$ cat config.mk
export PLATFORM = sky130hd
export DESIGN_NAME = dcias_top
export DESIGN_NICKNAME = d
export VERILOG_FILES = /design/src/verilog/dcias_channel.v /design/src/verilog/dcias_top.v
export VERILOG_INCLUDE_DIRS = /design/src /design/src/include
export SDC_FILE = /design/constraint.sdc
export NUM_CORES = 1
export LEC_CHECK = 0
export BUFFER_PORTS_ARGS = -buffer_cell sky130_fd_sc_hd__buf_2
export CORE_ASPECT_RATIO = 0.6
export CORE_MARGIN = 2
export CORE_UTILIZATION = 65
export CTS_BUF_LIST = sky130_fd_sc_hd__clkbuf_8
export DETAILED_ROUTE_END_ITERATION = 6
export GPL_TIMING_DRIVEN = 0
export PLACE_DENSITY = 0.93
export SETUP_SLACK_MARGIN = 0.05
export SLEW_MARGIN = 20
export SYNTH_ARGS = -nofsm -noshare
export SYNTH_HDL_FRONTEND = slang
export SYNTH_SLANG_ARGS = --single-unit
$ cat constraint.sdc
create_clock -name I_MCLK -period 5.45 [get_ports I_MCLK]
set_clock_uncertainty 0.2 [all_clocks]
set_input_delay 0.8175 -clock I_MCLK [delete_from_list [all_inputs] [get_ports I_MCLK]]
set_output_delay 0.8175 -clock I_MCLK [all_outputs]
set_load 0.005 [all_outputs]
$ cat src/include/dcias_defines.vh
// constants for the dual channel integrating converter sequencer
//
// Contract
// - integration length from two-bit field
// - one count per two periods, minus two
// - results saturate at 65535
// - low gain gives one sixteenth counts
// - both channels integrate over same period
// - broadband to first, infrared to second register
// - result transfer is double buffered
// - next integration starts automatically after transfer
// - result bytes at addresses c, d, e, f
`ifndef DCIAS_DEFINES_VH
`define DCIAS_DEFINES_VH

`define DCIAS_CYC_UNIT     19'd918
`define DCIAS_MULT_00      9'd11
`define DCIAS_MULT_01      9'd81
`define DCIAS_MULT_10      9'd322
`define DCIAS_TINT_00      2'h0
`define DCIAS_TINT_01      2'h1
`define DCIAS_TINT_10      2'h2
`define DCIAS_OFFSET       16'd2
`define DCIAS_FULL_SCALE   16'hffff
`define DCIAS_RAW_LIMIT    17'h10001
`define DCIAS_GAIN_DIV_LOG 4
`define DCIAS_ADDR_BB_LO   4'hc
`define DCIAS_ADDR_BB_HI   4'hd
`define DCIAS_ADDR_IR_LO   4'he
`define DCIAS_ADDR_IR_HI   4'hf

`endif

$ cat src/verilog/dcias_channel.v
// one integrating channel: pulse accumulator with gain prescale
`timescale 1ns/1ns
`include "dcias_defines.vh"

module dcias_channel (
  input  wire        i_clk,
  input  wire        i_rst,
  input  wire        i_osc_en,
  input  wire        i_start,
  input  wire        i_low_gain,
  input  wire        i_pulse,
  output wire [15:0] o_count
);

  reg  [16:0] acc_ff;
  reg  [3:0]  pre_ff;
  reg         half_ff;
  wire        tick;
  wire [16:0] net_cnt;

  // at most one pulse per two oscillator periods: half_ff gates alternate periods
  assign tick = i_osc_en & i_pulse & ~half_ff;

  always @(posedge i_clk or posedge i_rst) begin
    if (i_rst) begin
      acc_ff  <= 17'h00000;
      pre_ff  <= 4'h0;
      half_ff <= 1'b0;
    end else if (i_start) begin
      acc_ff  <= 17'h00000;
      pre_ff  <= 4'h0;
      half_ff <= 1'b0;
    end else if (i_osc_en) begin
      half_ff <= ~half_ff;
      if (tick) begin
        pre_ff <= pre_ff + 4'h1;
        // raw count stops two above full scale
        if ((!i_low_gain || pre_ff == 4'hf) && acc_ff != `DCIAS_RAW_LIMIT)
          acc_ff <= acc_ff + 17'h00001;
      end
    end
  end

  // offset of two counts
  // the raw limit sits two above full scale, so the result tops out at 65535 with no jump
  assign net_cnt = acc_ff - {1'b0, `DCIAS_OFFSET};
  assign o_count = (acc_ff > {1'b0, `DCIAS_OFFSET}) ? net_cnt[15:0] : 16'h0000;

endmodule

$ cat src/verilog/dcias_top.v
// sequencer for the broadband and infrared integrating channels
`timescale 1ns/1ns
`include "dcias_defines.vh"

module dcias_top (
  input  wire       I_MCLK,
  input  wire       I_RST,
  input  wire       I_OSC_EN,
  input  wire [1:0] I_TINT,
  input  wire       I_LOW_GAIN,
  input  wire       I_BB_PULSE,
  input  wire       I_IR_PULSE,
  input  wire       I_RD,
  input  wire [3:0] I_ADDR,
  output reg  [7:0] O_RDATA,
  output reg        O_RVALID,
  output reg        O_DONE
);

  reg  [18:0] len_ff;
  reg  [18:0] cyc_ff;
  reg         start_ff;
  reg  [15:0] bb_shadow_ff;
  reg  [15:0] ir_shadow_ff;
  reg  [7:0]  hold_ff;
  reg         hold_vld_ff;
  reg         hold_ir_ff;
  reg  [18:0] nxt_len;
  reg  [7:0]  nxt_rdata;
  reg  [7:0]  nxt_hold;
  reg         nxt_hold_vld;
  reg         nxt_hold_ir;
  wire [15:0] bb_count;
  wire [15:0] ir_count;
  wire        period_end;
  wire        last_tick;
  wire        rd_bb_lo;
  wire        rd_ir_lo;

  // length in oscillator cycles for a field code; code 11 is treated as 10
  // the longest length needs 19 bits, so the period registers are that wide
  function [18:0] cyc_len;
    input [1:0] code;
    begin
      case (code)
        `DCIAS_TINT_00: cyc_len = `DCIAS_MULT_00 * `DCIAS_CYC_UNIT;
        `DCIAS_TINT_01: cyc_len = `DCIAS_MULT_01 * `DCIAS_CYC_UNIT;
        default:        cyc_len = `DCIAS_MULT_10 * `DCIAS_CYC_UNIT;
      endcase
    end
  endfunction

  // true when the address is the low byte of the given channel
  function is_low;
    input [3:0] addr;
    input       ir;
    begin
      if (ir)
        is_low = (addr == `DCIAS_ADDR_IR_LO);
      else
        is_low = (addr == `DCIAS_ADDR_BB_LO);
    end
  endfunction

  // high byte as a read sees it: the frozen copy when this channel holds the freeze
  // values come in as arguments so the combinational sensitivity stays complete
  function [7:0] high_byte;
    input [7:0] live;
    input [7:0] held;
    input       frozen;
    begin
      high_byte = frozen ? held : live;
    end
  endfunction

  always @* begin
    nxt_len = cyc_len(I_TINT);
  end

  // last oscillator tick of the period; the restart cycle never ends a period
  assign last_tick  = (cyc_ff == len_ff - 19'd1);
  assign period_end = I_OSC_EN & ~start_ff & last_tick;

  // restart flag: raised by the transfer, dropped by the cycle that reloads
  // auto restart
  always @(posedge I_MCLK or posedge I_RST) begin
    if (I_RST) begin
      start_ff <= 1'b1;
    end else begin
      start_ff <= period_end;
    end
  end

  // period counter; the field is latched at start so a change mid-period is not torn
  always @(posedge I_MCLK or posedge I_RST) begin
    if (I_RST) begin
      len_ff <= 19'h00000;
      cyc_ff <= 19'h00000;
    end else if (start_ff) begin
      len_ff <= nxt_len;
      cyc_ff <= 19'h00000;
    end else if (I_OSC_EN && !last_tick) begin
      cyc_ff <= cyc_ff + 19'd1;
    end
  end

  // done pulse rises on the same edge as the transfer and stands for one cycle
  always @(posedge I_MCLK or posedge I_RST) begin
    if (I_RST) begin
      O_DONE <= 1'b0;
    end else begin
      O_DONE <= period_end;
    end
  end

  dcias_channel u_bb (
    .i_clk      (I_MCLK),
    .i_rst      (I_RST),
    .i_osc_en   (I_OSC_EN),
    .i_start    (start_ff),
    .i_low_gain (I_LOW_GAIN),
    .i_pulse    (I_BB_PULSE),
    .o_count    (bb_count)
  );

  dcias_channel u_ir (
    .i_clk      (I_MCLK),
    .i_rst      (I_RST),
    .i_osc_en   (I_OSC_EN),
    .i_start    (start_ff),
    .i_low_gain (I_LOW_GAIN),
    .i_pulse    (I_IR_PULSE),
    .o_count    (ir_count)
  );

  always @(posedge I_MCLK or posedge I_RST) begin
    if (I_RST) begin
      bb_shadow_ff <= 16'h0000;
      ir_shadow_ff <= 16'h0000;
    end else if (period_end) begin
      bb_shadow_ff <= bb_count;
      ir_shadow_ff <= ir_count;
    end
  end

  // low byte reads, one per channel
  assign rd_bb_lo = I_RD & is_low(I_ADDR, 1'b0);
  assign rd_ir_lo = I_RD & is_low(I_ADDR, 1'b1);

  always @* begin
    case (I_ADDR)
      `DCIAS_ADDR_BB_LO: nxt_rdata = bb_shadow_ff[7:0];
      `DCIAS_ADDR_BB_HI: nxt_rdata = high_byte(bb_shadow_ff[15:8], hold_ff,
                                               hold_vld_ff & ~hold_ir_ff);
      `DCIAS_ADDR_IR_LO: nxt_rdata = ir_shadow_ff[7:0];
      `DCIAS_ADDR_IR_HI: nxt_rdata = high_byte(ir_shadow_ff[15:8], hold_ff,
                                               hold_vld_ff & hold_ir_ff);
      default:           nxt_rdata = 8'h00;
    endcase
  end

  // high byte held from low read
  // reading a low byte freezes that channel's high byte, so a transfer between the
  // two reads cannot mix old and new halves; the freeze remembers its channel so a
  // read of the other channel's high byte is never served the wrong byte
  always @* begin
    nxt_hold     = hold_ff;
    nxt_hold_vld = hold_vld_ff;
    nxt_hold_ir  = hold_ir_ff;
    if (rd_bb_lo) begin
      nxt_hold     = bb_shadow_ff[15:8];
      nxt_hold_vld = 1'b1;
      nxt_hold_ir  = 1'b0;
    end else if (rd_ir_lo) begin
      nxt_hold     = ir_shadow_ff[15:8];
      nxt_hold_vld = 1'b1;
      nxt_hold_ir  = 1'b1;
    end else if (I_RD) begin
      nxt_hold_vld = 1'b0; // any other read drops the freeze
    end
  end

  // freeze registers
  always @(posedge I_MCLK or posedge I_RST) begin
    if (I_RST) begin
      hold_ff     <= 8'h00;
      hold_vld_ff <= 1'b0;
      hold_ir_ff  <= 1'b0;
    end else begin
      hold_ff     <= nxt_hold;
      hold_vld_ff <= nxt_hold_vld;
      hold_ir_ff  <= nxt_hold_ir;
    end
  end

  // read data stands until the next read; valid echoes the strobe for one cycle
  always @(posedge I_MCLK or posedge I_RST) begin
    if (I_RST) begin
      O_RDATA  <= 8'h00;
      O_RVALID <= 1'b0;
    end else begin
      O_RVALID <= I_RD;
      if (I_RD) begin
        O_RDATA <= nxt_rdata;
      end
    end
  end

endmodule
After elaboration in Yosys (flattened, before gate mapping)
Index checks and enable logic that the tools add are counted.
- output and inout port bits: 10
- bits of input ports: 13
- bits in registers: 135
- logic and storage cells: 104
- bitwise logic cells: 14
- equal/unequal tests: 10
- add/sub/neg operators: 8
- order comparisons: 2
- multiplexer cells: 33
- reductions and logical operators: 20
- operator list (kind ; count):
    two-way mux 17 bit ; 8
    two-way mux 19 bit ; 2
    case mux 19 bit (2 select lines) ; 1
    adder 17 x 1 -> 17 bit (second input constant) ; 2
    > comparator 17 x 2 -> 1 bit (second input constant) ; 2
    inequality test 17 bit (second input constant) ; 2
    two-way mux 16 bit ; 2
    two-way mux 8 bit ; 4
    case mux 8 bit (4 select lines) ; 1
    subtractor 16 x 2 -> 16 bit (second input constant) ; 2
    equality test 4 bit (second input constant) ; 6
    two-way mux 4 bit ; 6
    adder 19 x 1 -> 19 bit (second input constant) ; 1
    equality test 19 bit ; 1
    subtractor 19 x 1 -> 19 bit (second input constant) ; 1
    nonzero test 2 bit ; 7
    AND 1 bit ; 10
    two-way mux 1 bit ; 9
    adder 4 x 1 -> 4 bit (second input constant) ; 2
    AND reduction 3 bit ; 2
    NOT 1 bit ; 4
    AND reduction 2 bit ; 2
    logical AND 1 bit ; 3
    nonzero test 3 bit ; 1
    4 further kinds ; 6

Logic depth before layout (Yosys ltp)
- depth after elaboration: 7
- mapped depth: 11
- depth with buffers taken out: 8

By module
Synthesis repeated with hierarchy kept, for this count alone.
- cell total of the unflattened synthesis: 787
- area, all modules: 7556.0 µm²
- modules (own cells, without submodules) (module ; seq. area each (µm²) ; instances ; area an instance (µm²) ; cells an instance):
    dcias_top ; 1953.1 ; 1 ; 4379.2 ; 412
    dcias_channel (u_bb) ; 550.5 ; 1 ; 1671.6 ; 199
    dcias_channel (u_ir) ; 550.5 ; 1 ; 1505.2 ; 176

Worst setup path after synthesis
OpenSTA, ideal clock, no wires.
- kind: register to register
- start: register len_ff[13]
- end: register bb_shadow_ff[0]
- period minus slack after synthesis: 3156 ps
- path slack: 2294 ps
- path buffers: 2
- data required time: 5125 ps
- data arrival time: 2831 ps
- stages on the path, launching flop included: 11
- library setup time: 125 ps
- path through: dfrtp_1 > buf_2 > inv_1 > ha_1 > or3b_2 > nand3_1 > or4b_4 > nor4_4 > nand4_4 > buf_6 > mux2_4
- word-level cells in the longest chain between the ends: 3
- RTL lines (what ; RTL line ; RTL):
    from (decl) ; dcias_top.v:20 ; reg [18:0] len_ff;
    from (signal assigned) ; dcias_top.v:100 ; len_ff <= nxt_len;
    subtractor 19 x 1 -> 19 bit ; dcias_top.v:81 ; assign last_tick = (cyc_ff == len_ff - 19'd1);
    equality test 19 bit ; dcias_top.v:81 ;
    AND 1 bit ; dcias_top.v:82 ; assign period_end = I_OSC_EN & ~start_ff & last_tick;
    to (signal assigned) ; dcias_top.v:141 ; bb_shadow_ff <= bb_count;
    to (decl) ; dcias_top.v:23 ; reg [15:0] bb_shadow_ff;
No other way between the ends.
A chain may end at the register's enable or synchronous reset.

Worst setup path in the final report
- start: register len_ff[13]
- end: register ir_shadow_ff[6]
- word-level cells in the longest chain between the ends: 3
- RTL lines (what ; RTL line ; RTL):
    subtractor 19 x 1 -> 19 bit ; dcias_top.v:81 ;
    equality test 19 bit ; dcias_top.v:81 ;
    AND 1 bit ; dcias_top.v:82 ;
    to (signal assigned) ; dcias_top.v:142 ; ir_shadow_ff <= ir_count;
    to (decl) ; dcias_top.v:24 ; reg [15:0] ir_shadow_ff;
No other way between the ends.

==> summary by stage <==
Status
The flow ran to the end, and the final reports show no timing, DRC or antenna violations.

Clock network
The count of instances resized after the clock tree is built is 0. At the later pin of the worst-skew pair, clock insertion delay measures 430 ps. The number of clock sinks is 122. The H-tree was split into 4 levels. The count of hold-fix buffers inserted at cts is 0. After clock tree synthesis, the setup repair step added 0 buffers.

The clock tree from TritonCTS is built. Clock-pin slew was measured on the worst setup and hold paths at 70 ps. The buffer type at the clock tree root is sky130_fd_sc_hd__clkbuf_8.

The clock passes through at most 2 buffers. The total CTS buffers is 17.

Floorplan
For this configuration, the core starts out at a cell density of 66.9%. The floorplan step set the die width to 143 um. 23 I/O pins were placed. The total area inside the core boundary comes to 11300 um2. The area of the die is 12600 um2. The die extent in y is 87.6 um. After floorplanning, the core was divided into 30 placement rows.

Logic synthesis
The warning count from the yosys run is 0. The number of nets produced by synthesis is 852. Yosys mapped the design onto 64 distinct sky130hd cell types. The number of enable flip-flop cells after synthesis is 0. The share of flip-flops with an asynchronous set or reset after synthesis is 100%. The synthesized netlist cell count is 825. The share of the Yosys chip area taken by registers is 40.3%. Among all flip-flop cells after synthesis, the most frequent one is sky130_fd_sc_hd__dfrtp_1. Counting flops and latches in the post-synthesis netlist gives 122. The cell area that synthesis handed to floorplanning was 7580 um2.

Dividing the synthesized area by the synthesized cell count gives 9.19 um2.

Pwr
Of the total power, registers draw 45.0%. The worst vdd rail ir drop is 0.000228 V. Of the total power, combinational logic draws 30.2%. The total internal power is 1.71 mW. In this run the power density over the cells is 334 nW/um2.

In this run the power spent charging and discharging nets is 1.05 mW. Net switching is 38.1% of the power. Of the total power, the clock network draws 24.8%. The standby leakage power is 3.58 nW.

Critical path
The worst register-to-register path ends at ir_shadow_ff[6]. Of all nets on the critical path, the largest fanout is 10. The required time at the endpoint of the critical path is 5570 ps. For flop-to-flop paths, the worst setup slack is 1690 ps. The endpoint type of the worst setup path is a register. The critical path arrival is 3880 ps. The reg-to-reg critical path startpoint is len_ff[13]. Counting cells, the worst reg-to-reg path comes to 10. The critical path class is register to register. The destination of the critical timing path is ir_shadow_ff[6]. The type of origin of the critical path is a register. The launch point of the critical path is len_ff[13].

Detailed routing
The first TritonRoute pass finished after 5 iterations. The post-detailed-route via-to-cell ratio is 6.45. The post-route antenna net violation count is 0. The number of vias in the routed layout is 6698. After detailed routing, the average wire length per cell comes to 19.3 um. The DRC violation total after the first TritonRoute iteration is 815.

For this run, design rule violations remaining after detail routing come to 0. The routed design has 20000 um of wire.

Timing
The shortest clock period the worst path allows after layout is 3760 ps. Setup slack closes at 1690 ps. The count of endpoints failing hold in the final timing report is 0. Setup violations remaining at the end of the flow were counted as 0. Based on the critical path, the design can be clocked at up to 0.266 GHz. Of the available clock period, the critical path in the final layout requires 69.0%.

The worst relative slew slack is 31.1%. The worst hold-check slack is 266 ps. The total negative slack for setup checks is 0 ps. The actual slew at the worst max-slew pin is 1030 ps.

Setup repair after global routing left no endpoint under its margin. The final number of max-transition violations is 0.

Placement
Port buffering added 22 buffers. The placer congestion estimate is 0.994. The detailed placer's ending HPWL is 14000 um.

The placed instance count is 1008. Timing analysis after detailed placement gives a worst setup slack of 1810 ps.

Finish
In the final layout, the share of cells above drive strength 1 is 13.9%. The count of non-filler cells in the finished layout is 1038. The most frequent standard cell in the layout excluding fill and tap cells is sky130_fd_sc_hd__dfrtp_1.

In the layout the commonest cells are 121 x sky130_fd_sc_hd__dfrtp_1, 85 x sky130_fd_sc_hd__nor2_1, 62 x sky130_fd_sc_hd__nand2_1. The filler cell count in the final layout is 816. At the end of the flow, the number of nets in the layout was 894.

The synthesis-to-layout area growth is 8.75%. The repair_antennas step left the layout with diodes totalling 0.

Global route
The number of antenna violations at the first check in global routing is 0. Global routing used 33.7% of the available tracks. The global route total overflow is 0. The first-pass GRT wire length is 32700 um. The via count of the first global-routing pass is 6166. Entering global routing, the biggest net connects 63 pins.

Run
Max-cap violations in this run came to 0.

Min path
The worst min-delay path class is input pin to asynchronous set/reset pin.
## power groups by stage
stage	registers (mW)	clock network, mW	logic [mW]
after global routing	1.25	0.726	0.927
after floorplan	1.17	0	0.641
final	1.24	0.682	0.833
after detailed placement	1.24	0	0.807
after global placement	1.23	0	0.767
after CTS	1.22	0.684	0.816
## per-stage QoR
step | utilization, % | cell area, um2 | total power, mW
floorplan | - | 7580 | 1.81
finish | 72.7 | 8240 | 2.75
detailed placement | 69.9 | 7920 | 2.04
global placement | 69.6 | 7890 | 2.00
CTS | 72.7 | 8240 | 2.72
global route | 72.7 | 8240 | 2.91
## flip-flops by register name (all words and copies together) (netlist names)
signal / count
u_ir.half_ff: 1
O_DONE: 1
hold_ff: 8
ir_shadow_ff: 16
hold_ir_ff: 1
u_bb.half_ff: 1
u_bb.pre_ff: 4
u_bb.acc_ff: 17
u_ir.pre_ff: 4
u_ir.acc_ff: 17
len_ff: 6
start_ff: 1
cyc_ff: 19
hold_vld_ff: 1
bb_shadow_ff: 16
O_RDATA: 8
O_RVALID: 1
## area by class of cell
| cell class | instances | area (um2) | share of cell area, % |
|---|---|---|---|
| timing repair buffer | 23 | 138 | 1.67 |
| clock inverter | 11 | 58.8 | 0.713 |
| buffer | 57 | 249 | 3.02 |
| tap | 160 | 200 | 2.43 |
| clock buffer | 19 | 262 | 3.17 |
| sequential | 122 | 3050 | 37.1 |
| inverter | 35 | 136 | 1.65 |
| multi-input combinational | 611 | 4150 | 50.3 |
## routing by layer
| metal | wire [um] | vias up | track usage [%] | part of all wire (%) |
|---|---|---|---|---|
| met1 | 8940 | 3181 | 51.0 | 45 |
| met4 | 428 | 0 | 9.89 | 2.1 |
| met3 | 2600 | 57 | 11.6 | 13 |
| met2 | 8040 | 429 | 45.5 | 40 |
| met5 | 0 | - | 0 | 0 |
| li1 | - | 3031 | - | - |
## how the worst min path moves through the flow
stage	startpoint	to	cells after the start
6_report	I_RST	len_ff[2]	2
5_1_grt	I_RST	cyc_ff[8]	2
4_1_cts	I_RST	cyc_ff[8]	2
3_5_place_dp	hold_ff[3]	hold_ff[3]	2
3_3_place_gp	hold_ff[7]	hold_ff[7]	2
2_1_floorplan	hold_ff[0]	hold_ff[0]	2
## critical path: stages (launching register included)
cell and delay [ps]:
sky130_fd_sc_hd__dfrtp_1 370, sky130_fd_sc_hd__buf_2 180, sky130_fd_sc_hd__inv_1 130, sky130_fd_sc_hd__ha_1 260, sky130_fd_sc_hd__nor3b_1 560, sky130_fd_sc_hd__nand2_1 150, sky130_fd_sc_hd__or4_1 570, sky130_fd_sc_hd__o211ai_1 370
sky130_fd_sc_hd__nand4_4 280, sky130_fd_sc_hd__buf_6 260, sky130_fd_sc_hd__mux2_4 300
## cells in the mapped netlist, types with 4 or more instances
| master | number | area share (%) |
|---|---|---|
| sky130_fd_sc_hd__dfrtp_1 | 121 | 40 |
| sky130_fd_sc_hd__nor2_1 | 85 | 4.2 |
| sky130_fd_sc_hd__nand2_1 | 62 | 3.1 |
| sky130_fd_sc_hd__o21ai_0 | 46 | 3.0 |
| sky130_fd_sc_hd__clkbuf_1 | 38 | 1.9 |
| sky130_fd_sc_hd__nand3_1 | 38 | 2.5 |
| sky130_fd_sc_hd__xnor2_1 | 38 | 4.4 |
| sky130_fd_sc_hd__inv_1 | 35 | 1.7 |
| sky130_fd_sc_hd__mux2_4 | 29 | 5.7 |
| sky130_fd_sc_hd__a21oi_1 | 27 | 1.8 |
| sky130_fd_sc_hd__nand4_1 | 23 | 1.9 |
| sky130_fd_sc_hd__nor2b_1 | 22 | 1.8 |
| sky130_fd_sc_hd__xor2_1 | 21 | 2.4 |
| sky130_fd_sc_hd__nor3_1 | 19 | 1.3 |
| sky130_fd_sc_hd__or3_1 | 18 | 1.5 |
| sky130_fd_sc_hd__or4_1 | 18 | 1.8 |
| sky130_fd_sc_hd__mux2i_1 | 17 | 2.2 |
| sky130_fd_sc_hd__ha_1 | 14 | 2.3 |
| sky130_fd_sc_hd__mux2_2 | 13 | 1.9 |
| sky130_fd_sc_hd__and3_1 | 11 | 0.91 |
| sky130_fd_sc_hd__buf_2 | 10 | 0.66 |
| sky130_fd_sc_hd__a221oi_1 | 9 | 1.0 |
| sky130_fd_sc_hd__o22ai_1 | 9 | 0.74 |
| sky130_fd_sc_hd__nor4_1 | 8 | 0.66 |
| sky130_fd_sc_hd__o211ai_1 | 7 | 0.69 |
| sky130_fd_sc_hd__a211oi_1 | 6 | 0.59 |
| sky130_fd_sc_hd__buf_1 | 6 | 0.30 |
| sky130_fd_sc_hd__a2111oi_0 | 5 | 0.58 |
| sky130_fd_sc_hd__a21boi_0 | 5 | 0.50 |
| sky130_fd_sc_hd__or2_2 | 5 | 0.41 |
| sky130_fd_sc_hd__a311o_1 | 4 | 0.53 |
| sky130_fd_sc_hd__and2_1 | 4 | 0.33 |
| sky130_fd_sc_hd__and4_1 | 4 | 0.46 |
| sky130_fd_sc_hd__nor3b_1 | 4 | 0.40 |
| sky130_fd_sc_hd__o2111ai_1 | 4 | 0.46 |
## cells by family after synthesis
family	Yosys count	share of synthesized area, %
flip-flops	122	40.3
AO/OA/AOI/OAI	142	12.3
buffers and inverters	92	5.02
multiplexers	59	9.92
adder cells (fa/ha/maj)	14	2.31
AND/OR/NAND/NOR	337	23.3
XOR/XNOR	59	6.82
Note: power is estimated with default switching activity, not from simulation.
